--- config.mk ---
export PLATFORM = sky130hd
export DESIGN_NAME = mcidx_port
export DESIGN_NICKNAME = d
export VERILOG_FILES = /design/src/core/mcidx_pkg.sv /design/src/core/mcidx_index_reg.sv /design/src/core/mcidx_port.sv
export SDC_FILE = /design/constraint.sdc
export NUM_CORES = 1
export LEC_CHECK = 0
export BUFFER_PORTS_ARGS = -buffer_cell sky130_fd_sc_hd__buf_2
export CAP_MARGIN = 20
export CORE_MARGIN = 2
export CORE_UTILIZATION = 53
export CTS_CLUSTER_DIAMETER = 60
export CTS_CLUSTER_SIZE = 14
export DETAILED_ROUTE_END_ITERATION = 16
export GPL_TIMING_DRIVEN = 0
export PLACE_DENSITY = 0.92
export SLEW_MARGIN = 20
export SYNTH_ARGS = -nofsm -noshare
export SYNTH_HDL_FRONTEND = slang
export SYNTH_HIERARCHICAL = 1
export SYNTH_SLANG_ARGS = --single-unit
--- constraint.sdc ---
create_clock -name ref_clk -period 3.6 [get_ports ref_clk]
set_clock_uncertainty 0.1 [all_clocks]
set_input_delay 0.54 -clock ref_clk [delete_from_list [all_inputs] [get_ports ref_clk]]
set_output_delay 0.54 -clock ref_clk [all_outputs]
set_load 0.05 [all_outputs]
--- src/core/mcidx_pkg.sv ---
// Package for the memory-controller indirect access port
package mcidx_pkg;
  localparam int          MCIDX_AW              = 8;
  localparam logic [7:0]  MCIDX_OFF_INDEX       = 8'h70;
  localparam logic [7:0]  MCIDX_OFF_DATA        = 8'h74;
  localparam logic [31:0] MCIDX_INDEX_RST       = 32'h0000_0000;
  localparam logic [31:0] MCIDX_DATA_RST        = 32'h0000_0000;
  localparam int          MCIDX_OFS_LSB         = 0;
  localparam int          MCIDX_OFS_MSB         = 15;
  localparam int          MCIDX_SEQ_LSB         = 16;
  localparam int          MCIDX_NSEQ            = 4;
  localparam int          MCIDX_AUX_BIT         = 20;
  localparam int          MCIDX_ARB_TOP_BIT     = 21;
  localparam int          MCIDX_ARB_BOT_BIT     = 22;
  localparam int          MCIDX_WR_PERMIT_BIT   = 23;
  localparam int          MCIDX_RD_INV_BIT      = 24;
  localparam int          MCIDX_NBLK            = 7;
  localparam logic [15:0] MCIDX_REACH_LO        = 16'h0010;
  localparam logic [15:0] MCIDX_REACH_HI        = 16'h0038;
  localparam logic [31:0] MCIDX_INDEX_WMASK     = 32'h01ff_ffff;
  typedef enum logic [1:0] {
    MCIDX_IDLE = 2'b00,
    MCIDX_WAIT = 2'b01
  } mcidx_state_e;
endpackage

--- src/core/mcidx_index_reg.sv ---
// Index register with field decode
`timescale 1ns/1ps
`default_nettype none
module mcidx_index_reg
  import mcidx_pkg::*;
(
  // Clock and reset
  input  wire logic                 ref_clk,
  input  wire logic                 rst,
  // Write side
  input  wire logic                 wr_stb,
  input  wire logic [31:0]          wr_data,
  // Decoded fields
  output logic      [31:0]          index_q,
  output logic      [15:0]          indirect_target_offset,
  output logic      [MCIDX_NBLK-1:0] block_select,
  output logic                      indirect_write_permit,
  output logic                      return_data_invert
);
  logic [31:0] index_r;

  // Index storage
  always_ff @(posedge ref_clk or posedge rst) begin
    if (rst) begin
      index_r <= MCIDX_INDEX_RST; // RL9
    end else if (wr_stb) begin
      index_r <= wr_data & MCIDX_INDEX_WMASK; // RL1
    end
  end

  assign index_q                = index_r;
  assign indirect_target_offset = index_r[MCIDX_OFS_MSB:MCIDX_OFS_LSB]; // RL1
  assign block_select           = index_r[MCIDX_ARB_BOT_BIT:MCIDX_SEQ_LSB]; // RL4
  assign indirect_write_permit  = index_r[MCIDX_WR_PERMIT_BIT]; // RL7
  assign return_data_invert     = index_r[MCIDX_RD_INV_BIT]; // RL8
endmodule
`default_nettype wire

--- src/core/mcidx_port.sv ---
// Memory-controller indirect index/data access port
// Contract
// RL1: Index register low sixteen bits hold target indirect offset.
// RL2: Data register reads and writes forward full word to selected offset.
// RL3: Software targets only the reachable offset range through the port.
// RL4: Four bits each include one sequencer return-bus block.
// RL5: One bit includes the auxiliary, converter and global return block.
// RL6: Two bits include top and bottom client arbitration blocks.
// RL7: Write-permit clear makes port read-only; set lets writes through.
// RL8: Return-invert set inverts returned data bitwise; clear passes it.
// RL9: Index and data registers read zero after reset.
`timescale 1ns/1ps
`default_nettype none
module mcidx_port
  import mcidx_pkg::*;
(
  // Clock and reset
  input  wire logic                  ref_clk,
  input  wire logic                  rst,
  // Configuration space access
  input  wire logic                  cfg_req,
  input  wire logic                  cfg_wr,
  input  wire logic [MCIDX_AW-1:0]   cfg_addr,
  input  wire logic [31:0]           cfg_wdata,
  output logic                       cfg_ack,
  output logic      [31:0]           cfg_rdata,
  // Indirect bus to memory controller
  output logic                       mc_req,
  output logic                       mc_wr,
  output logic      [15:0]           mc_offset,
  output logic      [MCIDX_NBLK-1:0] mc_block_select,
  output logic      [31:0]           mc_wdata,
  input  wire logic                  mc_ack,
  input  wire logic [31:0]           mc_rdata,
  // Status
  output logic                       offset_out_of_range
);
  logic [31:0]           index_q;
  logic [15:0]           indirect_target_offset;
  logic [MCIDX_NBLK-1:0] block_select;
  logic                  indirect_write_permit;
  logic                  return_data_invert;
  logic [31:0]           indirect_window_word_r;
  logic                  cfg_ack_r;
  logic [31:0]           cfg_rdata_r;
  logic                  mc_req_r;
  logic                  mc_wr_r;
  logic [31:0]           mc_wdata_r;
  mcidx_state_e          state_r;
  logic                  hit_index;
  logic                  hit_data;
  logic                  take;

  // Held request not taken again on its own ack cycle
  assign take      = cfg_req && !cfg_ack_r && (state_r == MCIDX_IDLE);
  assign hit_index = (cfg_addr == MCIDX_OFF_INDEX);
  assign hit_data  = (cfg_addr == MCIDX_OFF_DATA);

  mcidx_index_reg u_index (
    .ref_clk                (ref_clk),
    .rst                    (rst),
    .wr_stb                 (take && cfg_wr && hit_index),
    .wr_data                (cfg_wdata),
    .index_q                (index_q),
    .indirect_target_offset (indirect_target_offset),
    .block_select           (block_select),
    .indirect_write_permit  (indirect_write_permit),
    .return_data_invert     (return_data_invert)
  );

  // Sequencer of data accesses
  always_ff @(posedge ref_clk or posedge rst) begin
    if (rst) begin
      state_r <= MCIDX_IDLE;
    end else begin
      case (state_r)
        MCIDX_IDLE: begin
          if (take && hit_data) begin
            state_r <= MCIDX_WAIT; // RL2
          end
        end
        MCIDX_WAIT: begin
          if (mc_ack) begin
            state_r <= MCIDX_IDLE;
          end
        end
        default: state_r <= MCIDX_IDLE;
      endcase
    end
  end

  // Indirect request
  always_ff @(posedge ref_clk or posedge rst) begin
    if (rst) begin
      mc_req_r   <= 1'b0;
      mc_wr_r    <= 1'b0;
      mc_wdata_r <= MCIDX_DATA_RST;
    end else if (take && hit_data) begin
      mc_req_r   <= 1'b1; // RL2
      mc_wr_r    <= cfg_wr && indirect_write_permit; // RL7
      mc_wdata_r <= cfg_wdata;
    end else if (mc_ack) begin
      mc_req_r <= 1'b0;
      mc_wr_r  <= 1'b0;
    end
  end

  // Data register holds last transferred word
  always_ff @(posedge ref_clk or posedge rst) begin
    if (rst) begin
      indirect_window_word_r <= MCIDX_DATA_RST; // RL9
    end else if (state_r == MCIDX_WAIT && mc_ack) begin
      if (mc_wr_r) begin
        indirect_window_word_r <= mc_wdata_r;
      end else begin
        indirect_window_word_r <= return_data_invert ? ~mc_rdata : mc_rdata; // RL8
      end
    end
  end

  // Configuration answer
  always_ff @(posedge ref_clk or posedge rst) begin
    if (rst) begin
      cfg_ack_r   <= 1'b0;
      cfg_rdata_r <= MCIDX_DATA_RST;
    end else begin
      cfg_ack_r <= 1'b0;
      if (take && !hit_data) begin
        cfg_ack_r   <= 1'b1;
        cfg_rdata_r <= (hit_index && !cfg_wr) ? index_q : MCIDX_DATA_RST;
      end else if (state_r == MCIDX_WAIT && mc_ack) begin
        cfg_ack_r <= 1'b1;
        if (mc_wr_r) begin
          cfg_rdata_r <= MCIDX_DATA_RST;
        end else begin
          cfg_rdata_r <= return_data_invert ? ~mc_rdata : mc_rdata; // RL8
        end
      end
    end
  end

  assign cfg_ack         = cfg_ack_r;
  assign cfg_rdata       = cfg_rdata_r;
  assign mc_req          = mc_req_r;
  assign mc_wr           = mc_wr_r;
  assign mc_offset       = indirect_target_offset; // RL1
  assign mc_block_select = block_select; // RL4 RL5 RL6
  assign mc_wdata        = mc_wdata_r;
  // Flags offsets software should not target
  assign offset_out_of_range = (indirect_target_offset < MCIDX_REACH_LO) ||
                               (indirect_target_offset > MCIDX_REACH_HI); // RL3

  // Checks
  property p_wr_blocked;
    @(posedge ref_clk) disable iff (rst)
    (take && hit_data && cfg_wr && !indirect_write_permit) |=> (mc_req && !mc_wr);
  endproperty
  a_wr_blocked: assert property (p_wr_blocked) else $error("write passed while not permitted"); // RL7

  property p_wr_pass;
    @(posedge ref_clk) disable iff (rst)
    (take && hit_data && cfg_wr && indirect_write_permit) |=> (mc_req && mc_wr && mc_wdata == $past(cfg_wdata));
  endproperty
  a_wr_pass: assert property (p_wr_pass) else $error("permitted write not forwarded"); // RL2

  property p_rd_invert;
    @(posedge ref_clk) disable iff (rst)
    (state_r == MCIDX_WAIT && mc_ack && !mc_wr && return_data_invert) |=> (cfg_ack && cfg_rdata == ~$past(mc_rdata));
  endproperty
  a_rd_invert: assert property (p_rd_invert) else $error("return data not inverted"); // RL8

  property p_rd_plain;
    @(posedge ref_clk) disable iff (rst)
    (state_r == MCIDX_WAIT && mc_ack && !mc_wr && !return_data_invert) |=> (cfg_ack && cfg_rdata == $past(mc_rdata));
  endproperty
  a_rd_plain: assert property (p_rd_plain) else $error("return data altered"); // RL8

  property p_index_wr;
    @(posedge ref_clk) disable iff (rst)
    (take && cfg_wr && hit_index) |=> (mc_offset == $past(cfg_wdata[MCIDX_OFS_MSB:MCIDX_OFS_LSB]));
  endproperty
  a_index_wr: assert property (p_index_wr) else $error("offset not loaded from index write"); // RL1

  property p_blk_sel;
    @(posedge ref_clk) disable iff (rst)
    (take && cfg_wr && hit_index) |=> (mc_block_select == $past(cfg_wdata[MCIDX_ARB_BOT_BIT:MCIDX_SEQ_LSB]));
  endproperty
  a_blk_sel: assert property (p_blk_sel) else $error("block selects wrong"); // RL4 RL5 RL6

  property p_reset_zero;
    @(posedge ref_clk) $fell(rst) |-> (index_q == MCIDX_INDEX_RST && indirect_window_word_r == MCIDX_DATA_RST);
  endproperty
  a_reset_zero: assert property (p_reset_zero) else $error("registers not zero after reset"); // RL9

  property p_req_hold;
    @(posedge ref_clk) disable iff (rst)
    (mc_req && !mc_ack) |=> mc_req;
  endproperty
  a_req_hold: assert property (p_req_hold) else $error("request dropped before ack"); // RL2

  property p_ack_pulse;
    @(posedge ref_clk) disable iff (rst)
    cfg_ack |=> !cfg_ack;
  endproperty
  a_ack_pulse: assert property (p_ack_pulse) else $error("answer longer than one cycle"); // RL2

  property p_idx_rd;
    @(posedge ref_clk) disable iff (rst)
    (take && hit_index && !cfg_wr) |=> (cfg_ack && cfg_rdata == $past(index_q));
  endproperty
  a_idx_rd: assert property (p_idx_rd) else $error("index read back wrong"); // RL1

  property p_index_mask;
    @(posedge ref_clk) disable iff (rst)
    ((index_q & ~MCIDX_INDEX_WMASK) == MCIDX_INDEX_RST);
  endproperty
  a_index_mask: assert property (p_index_mask) else $error("unused index bits set"); // RL1

  property p_unmapped;
    @(posedge ref_clk) disable iff (rst)
    (take && !hit_index && !hit_data) |=> (cfg_ack && cfg_rdata == MCIDX_DATA_RST);
  endproperty
  a_unmapped: assert property (p_unmapped) else $error("unmapped access not answered with zero"); // RL2

  property p_reset_out;
    @(posedge ref_clk) $fell(rst) |-> (!mc_req && !cfg_ack);
  endproperty
  a_reset_out: assert property (p_reset_out) else $error("outputs active after reset"); // RL9
endmodule
`default_nettype wire

Yosys cells after proc, flatten, opt, wreduce, memory -nomap -nowiden:

Cells that the tools add are included.

* $lt $le $gt $ge: 2
* equality and inequality tests: 5
* muxes and demuxes: 13
* bitwise operators: 1
* reduce and logical (&&, ||, !) cells: 17

Operators with widths (number)
* 32-bit two-way mux: 4
* 32-bit inverter: 1
* 25-bit two-way mux: 1
* 8-bit by 7-bit equality test with 1-bit output (second input constant): 2
* 16-bit by 6-bit > comparator with 1-bit output (second input constant): 1
* 16-bit by 5-bit less-than comparator with 1-bit output (second input constant): 1
* 1-bit logical AND: 9
* 1-bit two-way mux: 5
* 2-bit two-way mux: 2
* 2-bit one-hot mux with 2 select lines: 1
* 2-bit nonzero test: 2
* 1-bit logical NOT: 3
* 2-bit by 1-bit equality test with 1-bit output (second input constant): 1
* 2-bit logical NOT: 1
* 2-bit by 1-bit inequality test with 1-bit output (second input constant): 1
* 2-bit inequality test (second input constant): 1
* 2-bit AND reduction: 1
* 1-bit logical OR: 1

* bits in registers: 94
* input bits: 77

Logic depth before layout (Yosys ltp):

Gate-level depths: netlist of the first run.

* depth after elaboration: 6
* depth in mapped cells: 6

Hierarchy:

The synthesis of the first run kept the hierarchy.

By module, submodules not included
* mcidx_port: instances 1, cells each 242, area each 3103.0 um2, sequential area each 1701.6 um2
* mcidx_index_reg: instances 1, cells each 87, area each 1281.2 um2, sequential area each 625.6 um2

Least setup slack after synthesis of the first run:

OpenSTA, ideal clock, no wires.

* path type: register -> register
* start: register cfg_ack_r (netlist: cfg_ack)
* end: register u_index.index_r[0] (netlist: u_index/index_q[0])
* arrival time: 1.933 ns
* slack: 1.442 ns
* cell stages (with the launch flop): 6
* clock period less this slack: 2.158 ns
* path through: dfrtp_1 > or3b_4 > nor4_1 > buf_6 > buf_12 > mux2_4

* word-level cells in the longest chain between the ends: 5

Ends and longest elaborated chain
* from (decl): line mcidx_port.sv:44 `logic cfg_ack_r;`
* from (signal assigned): line mcidx_port.sv:124 `cfg_ack_r <= 1'b0;`
* from (signal assigned): line mcidx_port.sv:127 `cfg_ack_r <= 1'b0;`
* from (signal assigned): line mcidx_port.sv:129 `cfg_ack_r <= 1'b1;`
* 1-bit logical NOT: line mcidx_port.sv:55 `assign take = cfg_req && !cfg_ack_r && (state_r == MCIDX_IDLE);`
* 1-bit logical AND (2 in series): line mcidx_port.sv:55
* 1-bit logical AND (2 in series): line mcidx_port.sv:62 `.wr_stb (take && cfg_wr && hit_index),`
* to (signal assigned): line mcidx_index_reg.sv:27 `index_r <= wr_data & MCIDX_INDEX_WMASK;`
* to (decl): line mcidx_index_reg.sv:20 `logic [31:0] index_r;`

Every way passes these cells.
A chain may end at the register's enable or synchronous reset.

Worst setup path in the final report of the first run:

* start: register u_index.index_r[12] (netlist: u_index/index_q[12])
* end: output offset_out_of_range

* word-level cells in the longest chain between the ends: 2

Ends and longest elaborated chain
* 16-bit by 5-bit less-than comparator with 1-bit output / 16-bit by 6-bit > comparator with 1-bit output (equally long branches): line mcidx_port.sv:150, mcidx_port.sv:151
* 1-bit logical OR (*): line mcidx_port.sv:150 `assign offset_out_of_range = (indirect_target_offset < MCIDX_REACH_LO) ||`
* to (decl): line mcidx_port.sv:36 `output logic offset_out_of_range`

Mark *: on every way between the ends. The rest lies on a longest branch, timed or not.

==> results of run 1 <==
==> flip-flops by register name, indices dropped and copies added (netlist names) <==
register,flops
cfg_rdata,32
mc_wdata,32
u_index/index_q,25
cfg_ack,1
mc_req,1
mc_wr,1
state_r,1
==> power groups by stage <==
stage	clock network [mW]	logic [mW]	registers, mW
after global routing	0.685	0.289	1.08
final	0.623	0.271	1.08
after detailed placement	0	0.272	1.10
after global placement	0	0.260	1.10
after floorplan	0	0.113	1.15
after CTS	0.644	0.273	1.08
==> routing by layer <==
layer / part of all wire / global-route usage / routed length [um] / vias up
li1: - / - / - / 1500
met1: 0.40 / 0.292 / 4370 / 1598
met2: 0.52 / 0.431 / 5700 / 119
met3: 0.057 / 0.0455 / 624 / 16
met4: 0.016 / 0.0930 / 172 / 0
met5: 0 / 0 / 0 / -
==> cell usage after synthesis, drive strengths merged <==
| master | count |
|---|---|
| a21oi | 1 |
| nor2 | 32 |
| buf | 45 |
| nand3b | 1 |
| nor3 | 2 |
| mux2 | 57 |
| nand4 | 1 |
| o21ai | 3 |
| nor4 | 4 |
| inv | 6 |
| xnor2 | 32 |
| or2 | 1 |
| a41oi | 1 |
| a221o | 30 |
| o2bb2ai | 2 |
| a2bb2oi | 2 |
| nand2 | 2 |
| or3b | 1 |
| clkbuf | 7 |
| and4bb | 2 |
| conb | 1 |
| dfrtp | 93 |
| o2111ai | 1 |
| nand3 | 2 |
==> path summary, 6_finish.rpt <==
path	from	endpoint	slack [ps]	cells after the start
worst max-delay path	u_index/index_q[12]	offset_out_of_range	1230	4
worst min-delay path	rst	mc_wdata[13]	30	2
worst max register to register	state_r[0]	u_index/index_q[14]	1360	5
worst min register to register	mc_wdata[31]	mc_wdata[31]	410	1
max in group asynchronous	rst	cfg_rdata[26]	2820	3
min in group ref_clk	cfg_wdata[29]	mc_wdata[29]	320	2
==> cell families (layout without fill, tap and decap cells) <==
kind of cell | Yosys count | in the layout | share of synthesized area
buffers and inverters | 58 | 242 | 0.0933
multiplexers | 57 | 57 | 0.164
flip-flops | 93 | 93 | 0.531
other | 1 | 7 | 0.000855
AND/OR/NAND/NOR | 48 | 48 | 0.0571
AO/OA/AOI/OAI | 40 | 40 | 0.0905
XOR/XNOR | 32 | 32 | 0.0639
==> worst reg2reg max path, delay by kind of cell (launching register included) <==
family	cells	cell delay (ps)
buf+inv	2	400
mux	1	310
flops	1	440
simple gates	2	880
==> cell type report <==
class / instances / area (um^2) / area share
inverters: 6 / 25.0 / 0.00449
clock inverters: 5 / 33.8 / 0.00606
clock buffers: 11 / 141 / 0.0253
repair buffers: 168 / 863 / 0.155
well taps: 105 / 131 / 0.0235
multi-input cells: 184 / 1670 / 0.299
flip-flops and latches: 93 / 2330 / 0.417
plain buffers: 52 / 387 / 0.0693
==> through the flow <==
| stage | utilization | instance area [um^2] | instances | power [mW] |
|---|---|---|---|---|
| after floorplan | - | 4410 | 335 | 1.27 |
| after global placement | 0.661 | 5370 | 607 | 1.36 |
| after detailed placement | 0.664 | 5400 | 608 | 1.37 |
| after CTS | 0.686 | 5580 | 624 | 1.99 |
| after global routing | 0.686 | 5580 | 624 | 2.05 |
| final | 0.686 | 5580 | 624 | 1.97 |
==> impl_results.md, run 1 <==
- H-tree Lvls: 3
- GPL Wtd Cong: 0.760
- Reg clk slew, reported paths: 90 ps
- Worst path bufs/invs: 2
- Status: completed
- Crit path launch type: flop
- Largest cells by area after synthesis: dfrtp_1 (53%), mux2_2 (9.5%), mux2_4 (6.8%), a221o_1 (6.6%), xnor2_1 (6.4%)
- Post-cts sizing count: 0
- Reg power frac: 0.547
- Clock sinks: 93
- TritonRoute pass-1 iters: 4
- PwrDens: 353 nW/um^2
- DR DRC count: 0
- Count of cell types in the netlist: 30
- PortBufs: 167
- Tmin final: 2370 ps
- Flops & latches, synth: 93
- Syn Area/Cell: 13.3 um^2
- Per-cell routed wire length: 17.4 um
- Longest Clk Path Bufs: 2
- Post-route clock period utilization: 0.658
- Post-CTS setup repair buffer count: 0
- Gr usage total: 0.243
- TritonCTS clock tree: yes
- 1st-iter DRT viols: 94
- Sw Ratio: 0.270
- Max Freq: 422 MHz
- Nets: 591
- Via-to-Cell Ratio: 5.18
- Die Y: 95.0 um
- Gate power share: 0.137
- VDD IR max: 0.212 mV
- # hold bufs at CTS: 0
- Initial antenna violation count: 0
- WHS: 28.0 ps
- Crit-path slowest cell: dfrtp_1
- Dpl hpwl: 8410 um
- Core ar.: 8130 um^2
- Seq/Total Area, Yosys: 0.531
- Synth Instances: 329
- Total grt overflow: 0
- Synthesis Warnings: 6
- Largest net degree at the start of global routing: 55
- Setup CP Type: reg2out
- Top cell type's share of synthesized area: 0.531
- Internal power: 1.44 mW
- DR vias: 3,233
- Setup WS post-layout: 1230 ps
- CP max stage delay: 410 ps
- Worst slew pin tran: 738 ps
- Setup violators final: 0
- Hold/Removal Path Class: in2async
- Max-Cap Viols: 0
- First-pass GRT wire length: 16,500 um
- RSZ-0062 raised after global routing: no
- Most common cell after layout, fill and taps aside: buf_2
- Clock power share: 0.316
- Initial Utilization: 0.539
- Routed WL: 10,900 um
- WP data required: 2960 ps
- LEAKAGE: 3.09 nW
- Num CTS Buffers: 9
- Slew Limit Headroom: 0.508
- CP endpoint kind: output pin
- P_sw: 0.532 mW
- Final Max Tran Viols: 0
- Setup TNS: 0 ps
- Cell taking the most area after synthesis: dfrtp_1
- Final Hold Vio Count: 0
- Row cnt: 33
- Pre-CTS setup slack: 1170 ps
- Critical path's top delay family: flip-flops
- Critical path, cell by cell: buf_4 > nor4_1 > o2111ai_1 > buf_2
- Top-Level Pins: 168
- Cell Area, Synth: 4380 um^2
- Final ANT Viol Nets: 0
- Filler Cell Count: 627
- Die area: 9020 um^2
- Vias in the first global route: 3,360
- Commonest non-fill, non-tap cells in the layout: buf_2 (174), dfrtp_1 (93), mux2_2 (37)
- Diodes inserted: 0
- Clock Tree Root: clkbuf_8
- Worst skew pair latency: 340 ps
- Crit path DAT: 1730 ps
- Layout cells sized above 1: 0.570
- Die W: 95.0 um
- Crit-path max FO: 3
- Area delta synth->final: 27.3%
No activity file was read; power rests on OpenSTA's default activity.
==> run 2: changes to the inputs <==
--- a/config.mk
+++ b/config.mk
@@ -8,12 +8,12 @@
 export BUFFER_PORTS_ARGS = -buffer_cell sky130_fd_sc_hd__buf_2
 export CAP_MARGIN = 20
 export CORE_MARGIN = 2
-export CORE_UTILIZATION = 53
+export CORE_UTILIZATION = 49
 export CTS_CLUSTER_DIAMETER = 60
 export CTS_CLUSTER_SIZE = 14
 export DETAILED_ROUTE_END_ITERATION = 16
 export GPL_TIMING_DRIVEN = 0
-export PLACE_DENSITY = 0.92
+export PLACE_DENSITY = 0.86
 export SLEW_MARGIN = 20
 export SYNTH_ARGS = -nofsm -noshare
 export SYNTH_HDL_FRONTEND = slang
==> constraint.sdc (replaced) <==
create_clock -name ref_clk -period 2.2 [get_ports ref_clk]
set_clock_uncertainty 0.1 [all_clocks]
set_input_delay 0.33 -clock ref_clk [delete_from_list [all_inputs] [get_ports ref_clk]]
set_output_delay 0.33 -clock ref_clk [all_outputs]
set_load 0.05 [all_outputs]
==> run 2 against run 1 <==
  * Via count grew 0.19%
  * Register-to-register slack lost 1300 ps
  * Die area grew 7.8%
  * Clock power grew 77%
  * First-iteration DRC count shrank 28%
  * Combinational power grew 63%
  * Global-route usage shrank 1.5 points
  * Sequential cell count is the same
  * Wire length shrank 0.52%
  * Worst hold slack gained 76 ps
  * Critical path depth grew 1
  * Sequential share of layout area shrank 0.25 points
==> impl_results.md, run 2 (synthesis results as in run 1) <==
- Per-cell routed wire length: 17.2 um (-1.2%)
- Routed WL: 10,800 um (-0.52%)
- Final Util: 0.647 (-0.0391)
- Nets: 592 (+0.17%)
- Commonest non-fill, non-tap cells in the layout: buf_2 (174), dfrtp_1 (93), mux2_2 (37)
- Crit path launch type: flop
- Crit path depth: 5 (+1)
- Critical Path Sink: u_index/index_q[11]
- TritonCTS clock tree: yes
- PortBufs: 167 (unchanged)
- Longest Clk Path Bufs: 2 (unchanged)
- Setup CP Type: reg2reg
- Crit-path slowest cell: or3b_4
- Pre-CTS setup slack: -47.9 ps (-1210 ps)
- Total placed cells including tap cells: 611 (+0.49%)
- First-pass GRT wire length: 17,400 um (+5.6%)
- Worst hold start: cfg_wdata[29]
- Worst skew pair latency: 350 ps (about the same)
- Die Y: 98.6 um (+3.8%)
- R2R depth: 5 (unchanged)
- Filler Cell Count: 711 (+13%)
- Setup violators final: 0 (unchanged)
- Hold/Removal Path Class: in2reg
- Critical R2R Capture: u_index/index_q[11]
- PwrDens: 588 nW/um^2 (+66%)
- Total grt overflow: 0 (unchanged)
- Largest net degree at the start of global routing: 38 (-31%)
- Post-CTS setup repair buffer count: 0 (unchanged)
- Initial Utilization: 0.505 (-0.0338)
- Vias in the first global route: 3,473 (+3.4%)
- TritonRoute pass-1 iters: 4 (unchanged)
- Initial antenna violation count: 0 (unchanged)
- Hold Crit Depth: 2
- H-tree Lvls: 3 (unchanged)
- Die W: 98.6 um (+3.8%)
- Final ANT Viol Nets: 0 (unchanged)
- Top-Level Pins: 168 (unchanged)
- WP data required: 2330 ps (-630 ps)
- GPL Wtd Cong: 0.782 (+2.9%)
- DR DRC count: 0 (unchanged)
- Final Max Tran Viols: 0 (unchanged)
- Worst reg2reg startpoint: state_r[0]
- Critical path's top delay family: simple AND/OR/NAND/NOR gates
- Reg clk slew, reported paths: 100 ps (about the same)
- Worst slew pin tran: 786 ps (+47.7 ps)
- Via-to-Cell Ratio: 5.16 (-0.45%)
- Max Freq: 467 MHz
- Setup TNS: 0 ps (unchanged)
- Critical path, cell by cell: or3b_4 > nor4_2 > buf_6 > buf_12 > mux2_4
- Setup WS post-layout: 60.9 ps (-1170 ps)
- Slew Limit Headroom: 0.476 (-0.0318)
- Row cnt: 34 (+3.0%)
- Layout Cells excl Fill: 628 (+0.64%)
- Post-route clock period utilization: 0.972
- Reg2reg setup slack: 60 ps (-1300 ps)
- VDD IR max: 0.384 mV (+81%)
- Core ar.: 8680 um^2 (+6.7%)
- Diodes inserted: 0 (unchanged)
- Crit path DAT: 2270 ps (+540 ps)
- Clock Tree Root: clkbuf_8
- Max-Cap Viols: 0 (unchanged)
- Status: completed
- Most common cell after layout, fill and taps aside: buf_2
- 1st-iter DRT viols: 68 (-28%)
- Worst path bufs/invs: 2 (unchanged)
- Clock sinks: 93 (unchanged)
- Total power: 3.30 mW (+67%)
- DR vias: 3,239 (+0.19%)
- Gr usage total: 0.228 (-0.0149)
- Die area: 9720 um^2 (+7.8%)
- CP max stage delay: 460 ps (+50 ps)
- Tmin final: 2140 ps
- Num CTS Buffers: 9 (unchanged)
- Final Hold Vio Count: 0 (unchanged)
- Area delta synth->final: 28.0%
- CP endpoint kind: flop
- Crit-path max FO: 10 (+7)
- Worst Setup SP: state_r[0]
- RSZ-0062 raised after global routing: no
- Layout cells sized above 1: 0.575 (+0.00467)
- Dpl hpwl: 8300 um (-1.3%)
- LEAKAGE: 3.10 nW (+0.28%)
[run 2: cell types whose count changed in the layout (fill, tap and decap cells not counted), sizes merged]
| cell | change |
|---|---|
| inv | +3 |
| clkbuf | -1 |
| dlygate4sd3 | +1 |
| clkinv | -2 |
[run 2: through the flow]
stage	area (um^2)	hold slack, ps
floorplan	4410	257
global placement	5380	382
detailed placement	5400	275
CTS	5610	84.3
global route	5610	86.4
finish	5610	104
[run 2: metal layers]
metal	track usage	vias to the layer above	routed length, um
met2	0.413	120	5680
li1	-	1501	-
met4	0.0601	0	83
met5	0	-	0
met3	0.0489	6	672
met1	0.277	1612	4370
[run 2: layout make-up]
cell class,count,area [um^2],area share
inverters,6,25.0,0.00446
well taps,108,135,0.0241
multi-input cells,184,1680,0.300
plain buffers,52,387,0.0689
repair buffers,169,866,0.154
clock inverters,6,52.6,0.00936
clock buffers,10,138,0.0245
flip-flops and latches,93,2330,0.415
[run 2: power by group]
group | internal, mW | leakage (nW) | switching [mW] | total, mW
clock | 0.463 | 0.0918 | 0.633 | 1.10
combinational | 0.169 | 1.72 | 0.272 | 0.442
sequential | 1.74 | 1.29 | 0.0209 | 1.76
[run 2: worst reg2reg max path, cell delays in order (launching register included)]
cell and delay, ps:
dfrtp_1 440, or3b_4 460, nor4_2 330, buf_6 220
buf_12 170, mux2_4 310
[run 2: repair_timing]
| item | in CTS | in global routing |
|---|---|---|
| resized for setup | 2 | 0 |
| setup endpoints to repair | 21 | 0 |
| endpoints found under the hold margin | 31 | 0 |
| hold buffers | 1 | 0 |
[run 2: how the worst min path moves through the flow]
stage,end,slack [ps]
2_1_floorplan,u_index/index_q[0],260
3_3_place_gp,mc_wdata[23],380
3_5_place_dp,mc_wdata[15],280
4_1_cts,mc_wdata[31],80
5_1_grt,mc_wdata[29],90
6_report,mc_wdata[29],100
